$ cat src/hw/pdf_consts.svh
// Offsets, field positions, reset values and function codes of the pin D configuration block
`ifndef PDF_CONSTS_SVH
`define PDF_CONSTS_SVH

// ****************************************************************
// Register map
// ****************************************************************
`define PDF_CFG_OFFSET    8'h38
`define PDF_CFG_RESET     16'h0008
`define PDF_REG_W         16
`define PDF_UNMAPPED_DATA 16'h0000

// ****************************************************************
// Field positions
// ****************************************************************
`define PDF_FN_LSB        0
`define PDF_FN_MSB        2
`define PDF_PD_BIT        3
`define PDF_OUT_BIT       4
`define PDF_IN_BIT        5
`define PDF_RSVD_LSB      6
`define PDF_RSVD_MSB      15

// ****************************************************************
// Function codes
// ****************************************************************
`define PDF_FN_HIZ        3'h0
`define PDF_FN_OUT        3'h1
`define PDF_FN_OUT_RB     3'h2
`define PDF_FN_IN         3'h3
`define PDF_FN_OFF        3'h4
`define PDF_FN_RTS_IN     3'h5
`define PDF_FN_RTS_MON    3'h6
`define PDF_FN_CD_OUT     3'h7

// ****************************************************************
// Synchroniser and defaults
// ****************************************************************
`define PDF_SYNC_STAGES   2
`define PDF_ADDR_W        8

`endif

$ cat src/hw/pdf_pkg.sv
// Types shared by the pin D configuration block
`include "pdf_consts.svh"

package pdf_pkg;

  typedef enum logic [`PDF_FN_MSB:`PDF_FN_LSB]
  {
    FN_HIZ     = `PDF_FN_HIZ,
    FN_OUT     = `PDF_FN_OUT,
    FN_OUT_RB  = `PDF_FN_OUT_RB,
    FN_IN      = `PDF_FN_IN,
    FN_OFF     = `PDF_FN_OFF,
    FN_RTS_IN  = `PDF_FN_RTS_IN,
    FN_RTS_MON = `PDF_FN_RTS_MON,
    FN_CD_OUT  = `PDF_FN_CD_OUT
  } pdf_fn_t;

  typedef struct packed
  {
    logic    out_level;
    logic    pulldown_on;
    pdf_fn_t fn;
  } pdf_cfg_t;

  typedef logic [`PDF_REG_W-1:0] pdf_word_t;

endpackage

$ cat src/hw/pdf_pin_if.sv
// Signals between the register logic and the pad decoder
`timescale 1ns/1ns
`default_nettype none

interface pdf_pin_if;
  import pdf_pkg::*;

  pdf_fn_t fn;
  logic    out_level;
  logic    rts_level;
  logic    cd_level;
  logic    drive_oe;
  logic    drive_level;
  logic    ibuf_on;
  logic    rts_from_pin;

  modport ctl
  (
    output fn,
    output out_level,
    output rts_level,
    output cd_level,
    input  drive_oe,
    input  drive_level,
    input  ibuf_on,
    input  rts_from_pin
  );

  modport pad
  (
    input  fn,
    input  out_level,
    input  rts_level,
    input  cd_level,
    output drive_oe,
    output drive_level,
    output ibuf_on,
    output rts_from_pin
  );

endinterface

`default_nettype wire

$ cat src/hw/pdf_top.sv
// Pin D configuration register, pad control and modem routing
`timescale 1ns/1ns
`default_nettype none
`include "pdf_consts.svh"

module pdf_top
#(
  parameter int ADDR_W = `PDF_ADDR_W
)
(
  input  wire logic              clk,
  input  wire logic              resetn,
  input  wire logic [ADDR_W-1:0] reg_addr,
  input  wire logic              reg_wr,
  input  wire logic              reg_rd,
  input  wire pdf_pkg::pdf_word_t reg_wdata,
  output pdf_pkg::pdf_word_t     reg_rdata,
  input  wire logic              pin_in,
  output logic                   pin_out,
  output logic                   pin_oe,
  output logic                   pin_ibuf_on,
  output logic                   pin_pulldown_on,
  input  wire logic              modem_rts,
  input  wire logic              modem_carrier_detect,
  input  wire logic [2:0]        other_pins_uart_sel,
  output logic                   modem_rts_ctl,
  output logic                   uart_on_pins,
  output logic                   serial_uart_off
);
  import pdf_pkg::*;

  // ****************************************************************
  // Elaboration checks
  // ****************************************************************
  initial
  begin
    if (ADDR_W < 6 || ADDR_W > 16)
    begin
      $error("pdf_top ADDR_W must lie between 6 and 16");
    end
    if (`PDF_SYNC_STAGES < 2)
    begin
      $error("pdf_top needs at least two synchroniser stages");
    end
    // The register struct and the reset cast rely on this packing
    if (`PDF_FN_LSB != 0 || `PDF_PD_BIT != `PDF_FN_MSB + 1 || `PDF_OUT_BIT != `PDF_PD_BIT + 1)
    begin
      $error("pdf_top field positions do not match the register struct");
    end
    if (`PDF_IN_BIT != `PDF_OUT_BIT + 1 || `PDF_RSVD_LSB != `PDF_IN_BIT + 1)
    begin
      $error("pdf_top input level bit must sit between output level and reserved field");
    end
    if (`PDF_RSVD_MSB != `PDF_REG_W - 1)
    begin
      $error("pdf_top reserved field must reach the top of the word");
    end
    if ((`PDF_CFG_RESET >> `PDF_RSVD_LSB) != 0)
    begin
      $error("pdf_top reset value must keep the reserved bits clear");
    end
  end

  // ****************************************************************
  // Reset release
  // ****************************************************************
  logic [1:0] rst_chain;
  logic [1:0] next_rst_chain;
  logic       rst_n;

  always_comb
  begin
    next_rst_chain = {rst_chain[0], 1'b1};
  end

  always_ff @(posedge clk or negedge resetn)
  begin
    if (!resetn)
    begin
      rst_chain <= 2'h0;
    end
    else
    begin
      rst_chain <= next_rst_chain;
    end
  end

  // Every flop but the reset chain leaves reset on the same edge, two cycles after the pin rises
  assign rst_n = rst_chain[1];

  // ****************************************************************
  // Pin input synchroniser
  // ****************************************************************
  logic pin_sync;

  pdf_sync
  #(
    .STAGES (`PDF_SYNC_STAGES)
  )
  u_pin_sync
  (
    .clk   (clk),
    .rst_n (rst_n),
    .d     (pin_in),
    .q     (pin_sync)
  );

  // ****************************************************************
  // Address decode
  // ****************************************************************
  // Only the pin D word is mapped; every other offset reads as zero
  function automatic logic hits_cfg(input logic [ADDR_W-1:0] a);
    hits_cfg = (a == ADDR_W'(`PDF_CFG_OFFSET));
  endfunction

  logic cfg_wr;
  logic cfg_rd;

  assign cfg_wr = reg_wr && hits_cfg(reg_addr);
  assign cfg_rd = reg_rd && hits_cfg(reg_addr);

  // ****************************************************************
  // Configuration register
  // ****************************************************************
  pdf_cfg_t cfg;
  pdf_cfg_t next_cfg;

  always_comb
  begin
    next_cfg = cfg;
    if (cfg_wr)
    begin
      // Reserved bits and the input level bit are not stored
      next_cfg.fn          = pdf_fn_t'(reg_wdata[`PDF_FN_MSB:`PDF_FN_LSB]);
      next_cfg.pulldown_on = reg_wdata[`PDF_PD_BIT];
      next_cfg.out_level   = reg_wdata[`PDF_OUT_BIT];
    end
  end

  always_ff @(posedge clk or negedge rst_n)
  begin
    if (!rst_n)
    begin
      cfg <= pdf_cfg_t'(5'(`PDF_CFG_RESET));
    end
    else
    begin
      cfg <= next_cfg;
    end
  end

  // ****************************************************************
  // Function decode
  // ****************************************************************
  pdf_pin_if pin_bus ();

  assign pin_bus.fn        = cfg.fn;
  assign pin_bus.out_level = cfg.out_level;
  assign pin_bus.rts_level = modem_rts;
  assign pin_bus.cd_level  = modem_carrier_detect;

  pdf_pin_pad u_pad
  (
    .p (pin_bus.pad)
  );

  // ****************************************************************
  // Live input level
  // ****************************************************************
  logic in_level;

  // The synchronised level trails the pad by two cycles
  // A disabled input buffer presents a low level
  assign in_level = pin_bus.ibuf_on & pin_sync;

  // ****************************************************************
  // Modem routing
  // ****************************************************************
  logic all_pins_uart;

  assign all_pins_uart = (cfg.fn == FN_RTS_IN) && (other_pins_uart_sel == 3'h7);

  // ****************************************************************
  // Registered pad outputs
  // ****************************************************************
  logic pad_oe;
  logic pad_out;
  logic pad_ibuf;
  logic pad_pd;
  logic next_pad_oe;
  logic next_pad_out;
  logic next_pad_ibuf;
  logic next_pad_pd;

  // Registered so the pad never sees decoder glitches while the function changes
  always_comb
  begin
    next_pad_oe   = pin_bus.drive_oe;
    next_pad_out  = pin_bus.drive_oe & pin_bus.drive_level;
    next_pad_ibuf = pin_bus.ibuf_on;
    next_pad_pd   = cfg.pulldown_on;
  end

  always_ff @(posedge clk or negedge rst_n)
  begin
    if (!rst_n)
    begin
      pad_oe   <= 1'b0;
      pad_out  <= 1'b0;
      pad_ibuf <= 1'b0;
      pad_pd   <= 1'b1;
    end
    else
    begin
      pad_oe   <= next_pad_oe;
      pad_out  <= next_pad_out;
      pad_ibuf <= next_pad_ibuf;
      pad_pd   <= next_pad_pd;
    end
  end

  // ****************************************************************
  // Registered modem outputs
  // ****************************************************************
  logic rts_ctl;
  logic pins_uart;
  logic next_rts_ctl;
  logic next_pins_uart;

  // Every code but 101 holds the modem request low
  always_comb
  begin
    next_rts_ctl   = pin_bus.rts_from_pin & pin_sync;
    next_pins_uart = all_pins_uart;
  end

  always_ff @(posedge clk or negedge rst_n)
  begin
    if (!rst_n)
    begin
      rts_ctl   <= 1'b0;
      pins_uart <= 1'b0;
    end
    else
    begin
      rts_ctl   <= next_rts_ctl;
      pins_uart <= next_pins_uart;
    end
  end

  assign pin_oe          = pad_oe;
  assign pin_out         = pad_out;
  assign pin_ibuf_on     = pad_ibuf;
  assign pin_pulldown_on = pad_pd;
  assign modem_rts_ctl   = rts_ctl;
  assign uart_on_pins    = pins_uart;
  assign serial_uart_off = pins_uart;

  // ****************************************************************
  // Read data
  // ****************************************************************
  pdf_word_t rdata;
  pdf_word_t next_rdata;

  function automatic pdf_word_t cfg_word(input pdf_cfg_t c, input logic lvl);
    pdf_word_t w;
    w = '0;
    w[`PDF_FN_MSB:`PDF_FN_LSB] = c.fn;
    w[`PDF_PD_BIT]             = c.pulldown_on;
    w[`PDF_OUT_BIT]            = c.out_level;
    w[`PDF_IN_BIT]             = lvl;
    w[`PDF_RSVD_MSB:`PDF_RSVD_LSB] = '0;
    cfg_word = w;
  endfunction

  // A read in the cycle of a write returns the word from before the write
  always_comb
  begin
    next_rdata = rdata;
    if (reg_rd)
    begin
      next_rdata = cfg_rd ? cfg_word(cfg, in_level) : `PDF_UNMAPPED_DATA;
    end
  end

  always_ff @(posedge clk or negedge rst_n)
  begin
    if (!rst_n)
    begin
      rdata <= '0;
    end
    else
    begin
      rdata <= next_rdata;
    end
  end

  assign reg_rdata = rdata;

endmodule

`default_nettype wire

$ cat src/hw/pdf_sync.sv
// Multi-stage synchroniser for a level arriving from outside the clock domain
`timescale 1ns/1ns
`default_nettype none
`include "pdf_consts.svh"

module pdf_sync
#(
  parameter int STAGES = `PDF_SYNC_STAGES
)
(
  input  wire logic clk,
  input  wire logic rst_n,
  input  wire logic d,
  output logic      q
);

  logic [STAGES-1:0] chain;
  logic [STAGES-1:0] next_chain;

  initial
  begin
    if (STAGES < 2)
    begin
      $error("pdf_sync needs at least two stages");
    end
  end

  // Only the next stage reads each flop of the chain but the last, which drives q
  always_comb
  begin
    next_chain = {chain[STAGES-2:0], d};
  end

  always_ff @(posedge clk or negedge rst_n)
  begin
    if (!rst_n)
    begin
      chain <= '0;
    end
    else
    begin
      chain <= next_chain;
    end
  end

  assign q = chain[STAGES-1];

endmodule

`default_nettype wire

$ cat src/hw/pdf_pin_pad.sv
// Function decoder: driver enable, driven level and input buffer enable of the pin
`timescale 1ns/1ns
`default_nettype none

module pdf_pin_pad
(
  pdf_pin_if.pad p
);
  import pdf_pkg::*;

  always_comb
  begin
    p.drive_oe     = 1'b0;
    p.drive_level  = 1'b0;
    p.ibuf_on      = 1'b0;
    p.rts_from_pin = 1'b0;
    case (p.fn)
      FN_HIZ:
      begin
        p.drive_oe = 1'b0;
      end
      FN_OUT:
      begin
        p.drive_oe    = 1'b1;
        p.drive_level = p.out_level;
      end
      FN_OUT_RB:
      begin
        p.drive_oe    = 1'b1;
        p.drive_level = p.out_level;
        p.ibuf_on     = 1'b1;
      end
      FN_IN:
      begin
        p.ibuf_on = 1'b1;
      end
      FN_OFF:
      begin
        p.drive_oe = 1'b0;
      end
      FN_RTS_IN:
      begin
        p.ibuf_on      = 1'b1;
        p.rts_from_pin = 1'b1;
      end
      FN_RTS_MON:
      begin
        p.drive_oe    = 1'b1;
        p.drive_level = p.rts_level;
      end
      FN_CD_OUT:
      begin
        p.drive_oe    = 1'b1;
        p.drive_level = p.cd_level;
        p.ibuf_on     = 1'b1;
      end
      default:
      begin
        p.drive_oe = 1'b0;
      end
    endcase
  end

endmodule

`default_nettype wire

$ cat config.mk
export PLATFORM = sky130hd
export DESIGN_NAME = pdf_top
export DESIGN_NICKNAME = d
export VERILOG_FILES = /design/src/hw/pdf_pkg.sv /design/src/hw/pdf_pin_if.sv /design/src/hw/pdf_top.sv /design/src/hw/pdf_sync.sv /design/src/hw/pdf_pin_pad.sv
export VERILOG_INCLUDE_DIRS = /design/src /design/src/hw
export SDC_FILE = /design/constraint.sdc
export NUM_CORES = 1
export LEC_CHECK = 0
export BUFFER_PORTS_ARGS = -buffer_cell sky130_fd_sc_hd__buf_2
export CAP_MARGIN = 20
export CORE_MARGIN = 1
export CORE_UTILIZATION = 37
export CTS_BUF_LIST = sky130_fd_sc_hd__clkbuf_4 sky130_fd_sc_hd__clkbuf_8 sky130_fd_sc_hd__clkbuf_16
export DETAILED_ROUTE_END_ITERATION = 6
export PLACE_DENSITY = 0.73
export SYNTH_ARGS = -nofsm -noshare
export SYNTH_HDL_FRONTEND = slang
export SYNTH_SLANG_ARGS = --single-unit
$ cat constraint.sdc
create_clock -name clk -period 0.8 [get_ports clk]
set_input_delay 0.08 -clock clk [delete_from_list [all_inputs] [get_ports clk]]
set_output_delay 0.08 -clock clk [all_outputs]
set_load 0.01 [all_outputs]
-- Yosys cells after proc, flatten, opt, wreduce, memory -nomap -nowiden
Index checks and enable logic that the tools add are counted.
- flip-flop bits (word level): 31
- input port bits: 34
- output and inout port bits: 23
- logic and storage cells: 34
- eq/ne operators: 8
- mux-type cells: 5
- bitwise logic cells: 3
- reduce and logical (&&, ||, !) cells: 6
- operators with widths (operator ; count):
    $eq 3x3->1 const B ; 4
    $eq 8x6->1 const B ; 1
    $reduce_or 4->1 ; 2
    $eq 3x2->1 const B ; 2
    $mux 6 ; 1
    $and 1x1->1 ; 3
    $eq 3x1->1 const B ; 1
    $logic_and 1x1->1 ; 3
    $mux 1 ; 3
    $pmux 1 s3 ; 1
    $reduce_or 2->1 ; 1

-- Longest topological paths before layout
- depth in word-level cells: 5
- gate-level depth with buffers: 4
- gate-level depth less buffers: 3

-- Modules after synthesis
Synthesis repeated with hierarchy kept, for this count alone.
- cell total of the unflattened synthesis: 75
- area total of the unflattened synthesis: 920.9 um2
- modules (own cells, without submodules) (module ; instances ; cells each ; area an instance (um2) ; sequential area each (um2)):
    pdf_top ; 1 ; 65 ; 789.5 ; 478.0
    pdf_pin_pad ; 1 ; 8 ; 81.3 ; 0.0
    pdf_sync ; 1 ; 2 ; 50.0 ; 50.0

-- Worst setup path after synthesis
Ideal clock, no wire load.
- path kind: reg2reg
- start point: register cfg (netlist bit pin_bus.fn[2])
- end point: register rdata[5] (netlist: reg_rdata[5])
- library setup time: 0.101 ns
- data arrival time: 0.997 ns
- data required time: 0.699 ns
- slack: -0.298 ns
- cell stages (with the launch flop): 5
- buffers on the path: 1
- period minus slack after synthesis: 1.098 ns
- cells stage by stage: dfrtp_1 -> clkbuf_1 -> nand2_1 -> o21a_1 -> o32ai_1
- word-level cells in the longest chain between the ends: 5
- elaborated cells between the ends (all ways): 8
- those cells by class: eq/ne (4); mux (2); bitwise (1); reduce/logical (1)
- ends and longest elaborated chain (item ; RTL line ; source):
    start: declaration ; pdf_top.sv:125 ; pdf_cfg_t cfg;
    start signal: assignment ; pdf_top.sv:144 ; cfg <= pdf_cfg_t'(5'(`PDF_CFG_RESET));
    start signal: assignment ; pdf_top.sv:148 ; cfg <= next_cfg;
    $eq 3x3->1 / $eq 3x2->1 (equally long branches) ; pdf_pin_pad.sv:17 ; case (p.fn)
    $reduce_or 4->1 (no source line) (*) ; - ;
    $mux 1 (*) ; pdf_pin_pad.sv:17 ;
    $and 1x1->1 (*) ; pdf_top.sv:174 ; assign in_level = pin_bus.ibuf_on & pin_sync;
    $mux 6 (no source line) (*) ; - ;
    end signal: assignment ; pdf_top.sv:294 ; rdata <= next_rdata;
    end: declaration ; pdf_top.sv:262 ; pdf_word_t rdata;
Mark *: on every way between the ends. The rest lies on a longest branch, timed or not.
A chain may end at the register's enable or synchronous reset.

-- Worst setup path after layout
- start point: register pad_pd (netlist: pin_pulldown_on)
- end point: output port pin_pulldown_on
- RTL lines (item ; RTL line ; source):
    start: declaration ; pdf_top.sv:189 ; logic pad_pd;
    start signal: assignment ; pdf_top.sv:218 ; pad_pd <= next_pad_pd;
    end: declaration ; pdf_top.sv:22 ; output logic pin_pulldown_on,
No word-level cell between the ends.

==> impl_results.md <==
- Int Pwr: 1430 uW
- Mux contribution to synthesized area: a little over 7%
- Hold Vio Cnt, Final: 0
- Largest net degree at the start of global routing: 20
- DP Wirelength: 1.31 mm
- Crit Path Class: reg -> out
- CP endpoint: pin_pulldown_on
- Status: complete, but fails checks
- Area leader, netlist: dfrtp_1
- Synth Area in Compound Gates: approximately 6.5%
- Asr flop ratio synth: 100%
- DRT iter0 DRCs: 3
- Reg2reg start: pin_bus.fn[2]$_DFFE_PN0P_
- Buffers on Ports: 35
- XOR/XNOR share of the synthesized area: 0.952%
- CP endpoint kind: primary output
- R2R Setup Slk: -0.20 ns
- Initial antenna violation count: 0
- Clock Sinks: 21
- # setup viols final: 24
- RSZ-0062 raised after global routing: true
- Slowest-stage cell, CP: dfstp_2
- Power density cells: between 1000 and 1500 nW/um2
- Leakage: between 0.0007 and 0.0008 uW
- Cts bufs inserted: 3
- Die extent in y: between 50 and 60 um
- Crit-path max cell delay: between 0.5 and 0.6 ns
- Crit-path leading delay family: flip-flops
- Post-route cell area: approximately 1400 um2
- Max Slew Vio Count: 0
- Clk buf depth: 2
- Wire per inst: 10.7 um
- Post-Synth Adder-Cell Area: 0%
- Clock root cell: clkbuf_4
- Commonest non-fill, non-tap cell in the layout: buf_2
- Most frequent cells in the layout: buf_2 (32), dfrtp_1 (16), conb_1 (11), buf_4 (11), buf_6 (8)
- Total grt overflow: 0
- DRT Wirelength: roughly 1.7 mm
- Drt pass-1 iters: 3
- Post-Synth Simple-Gate Area: around 14%
- Drt drc: 0
- Max IR drop VDD: between 1 and 1.5 mV
- Tmin final: roughly 1 ns
- Worst-path clk slew: around 0.12 ns
- Yosys warns: 0
- Worst Hold Class: in -> reg
- Flip-flop and latch count after synthesis: 21
- Data required, critical path: 0.72 ns
- Syn_area_per_cell: 11.8 um2
- Startpoint Class: flip-flop
- Post-synthesis sequential area ratio: ~57%
- Switching Power: roughly 470 uW
- Post-synth top area share: 51.7%
- Main synth FF type: dfrtp_1
- Worst Setup SP: pin_pulldown_on$_DFF_PN1_
- Worst R2R End: pin_out$_DFF_PN0_
- Maximum clock rate: 976 MHz
- Vias in the first global route: around 700
- Post-synthesis cell type count: 25
- Post-synth EDFFs: 0
- Largest family of logic cells by synthesized area: simple AND/OR/NAND/NOR gates
- Via/cell ratio: 4.49
- First-pass GRT wire length: between 2 and 3 mm
- N_diodes: 0
- Htree depth: 1
- Dpl cell area: between 1000 and 1500 um2
- Clock Latency Late Sink: just over 0.3 ns
- FF-to-FF path depth: 3
- Ports: 57
- Fraction of layout cells with a size suffix above 1: approximately two thirds
- Clk pwr share: roughly a quarter
- Area growth syn-to-layout: 56.1%
- Sequential power share: 59.3%
- Area contributors post-synth: dfrtp_1 (52%), buf_4 (9.0%), mux2_2 (6.1%), dfstp_2 (5.7%), o22ai_1 (3.4%)
- Total core area: between 2000 and 2500 um2
- Part of the power in combinational logic: 14.3%
- Total GRT Usage: 15.0%
- CTS tree: built
- CP cell instances: buf_6
- FP Rows: 17
- # nets final: 170
- Stages on worst setup path: 1
- Worst clock skew: approximately 0.011 ns
- Vias: 732
- Synth Cell Area: roughly 900 um2
- Die area: 2690 um2
- Placer Congestion: 0.718
- Violated checks: negative setup slack
- Sw frac: ~25%
- Starting Density: between 40 and 50%
- WP data arrival: about 0.94 ns
- Antenna Nets Post-Route: 0
- Fin crit share: 128%
- Die X: between 50 and 60 um
- Buf/Inv on CP: 1
- Post-layout util: approximately 63%
- Setup WS post-layout: -0.225 ns
- Crit Path Max Fanout: 1
- Mapped Cells: 78
- Count of maximum capacitance violations: 0
## sequential cells by signal (all words and copies together) (netlist names)
| register | cells |
|---|---|
| next_pad_pd | 1 |
| pin_pulldown_on | 1 |
| serial_uart_off | 1 |
| rst_chain | 2 |
| pin_out | 1 |
| modem_rts_ctl | 1 |
| reg_rdata | 6 |
| pin_bus.out_level | 1 |
| u_pin_sync.chain | 2 |
| pin_bus.fn | 3 |
| pin_ibuf_on | 1 |
| pin_oe | 1 |
## power by group through the flow
stage / Sequential, uW / Combinational (uW) / Clock, uW
after floorplan: 1150 / 126 / 0
after global placement: 1140 / 199 / 0
after detailed placement: 1140 / 206 / 0
after CTS: 1120 / 261 / 518
after global routing: 1130 / 298 / 562
final: 1130 / 272 / 502
## per-stage QoR
stage | hold slack (ns) | power (uW) | setup TNS, ns | worst slack, ns | cells
3_5_place_dp | -0.132 | 1350 | -4.23 | -0.380 | 146
4_1_cts | 0.00427 | 1900 | -2.80 | -0.233 | 162
6_report | 0.0129 | 1900 | -2.50 | -0.225 | 163
5_1_grt | 0.000780 | 1990 | -3.41 | -0.251 | 163
2_1_floorplan | -0.216 | 1280 | -1.23 | -0.185 | 87
3_3_place_gp | -0.134 | 1340 | -3.57 | -0.329 | 146
## cells in the mapped netlist (2+ instances only)
library cell   n
buf_4         11
clkbuf_1       2
conb_1         2
dfrtp_1       19
dfstp_2        2
inv_1          8
mux2_2         5
nand2_1        7
nor3b_1        2
o22ai_1        5
## cell type report
type | count | area (um2)
fill | 182 | 841
sequential | 21 | 532
multi-input combinational | 45 | 418
timing repair buffer | 57 | 393
tap | 28 | 35.0
inverter | 8 | 30.0
clock buffer | 3 | 22.5
clock inverter | 1 | 5.00
## routing by layer
| metal | GRT usage (%) | part of all wire [%] |
|---|---|---|
| met5 | 0 | 0 |
| met3 | 2.05 | 6.2 |
| met4 | 9.46 | 2.6 |
| met2 | 28.0 | 52 |
| met1 | 15.4 | 39 |
## cell families after synthesis
group	count (synthesis)
compound gates	9
xor+xnor	1
buf+inv	21
flops	21
mux	6
other cells	2
simple gates	18
## worst min-delay path by stage
stage | slack [ns] | cells past startpoint | startpoint | end
floorplan | -0.22 | 0 | resetn | rst_chain[0]$_DFF_PN0_
global placement | -0.13 | 1 | resetn | rst_chain[0]$_DFF_PN0_
detailed placement | -0.13 | 1 | resetn | rst_chain[0]$_DFF_PN0_
CTS | 0.004 | 3 | other_pins_uart_sel[0] | serial_uart_off$_DFF_PN0_
global route | 0.0008 | 2 | reg_wdata[1] | pin_bus.fn[1]$_DFFE_PN0P_
finish | 0.01 | 2 | reg_wdata[1] | pin_bus.fn[1]$_DFFE_PN0P_
## timing repair
item,4_1_cts,5_1_grt
setup endpoints to repair,26,28
gates resized for setup,19,14
hold endpoints to repair,7,0
pin swaps,6,4
hold buffers,6,0
buffers inserted,6,2
Note: power is estimated with default switching activity, not from simulation.
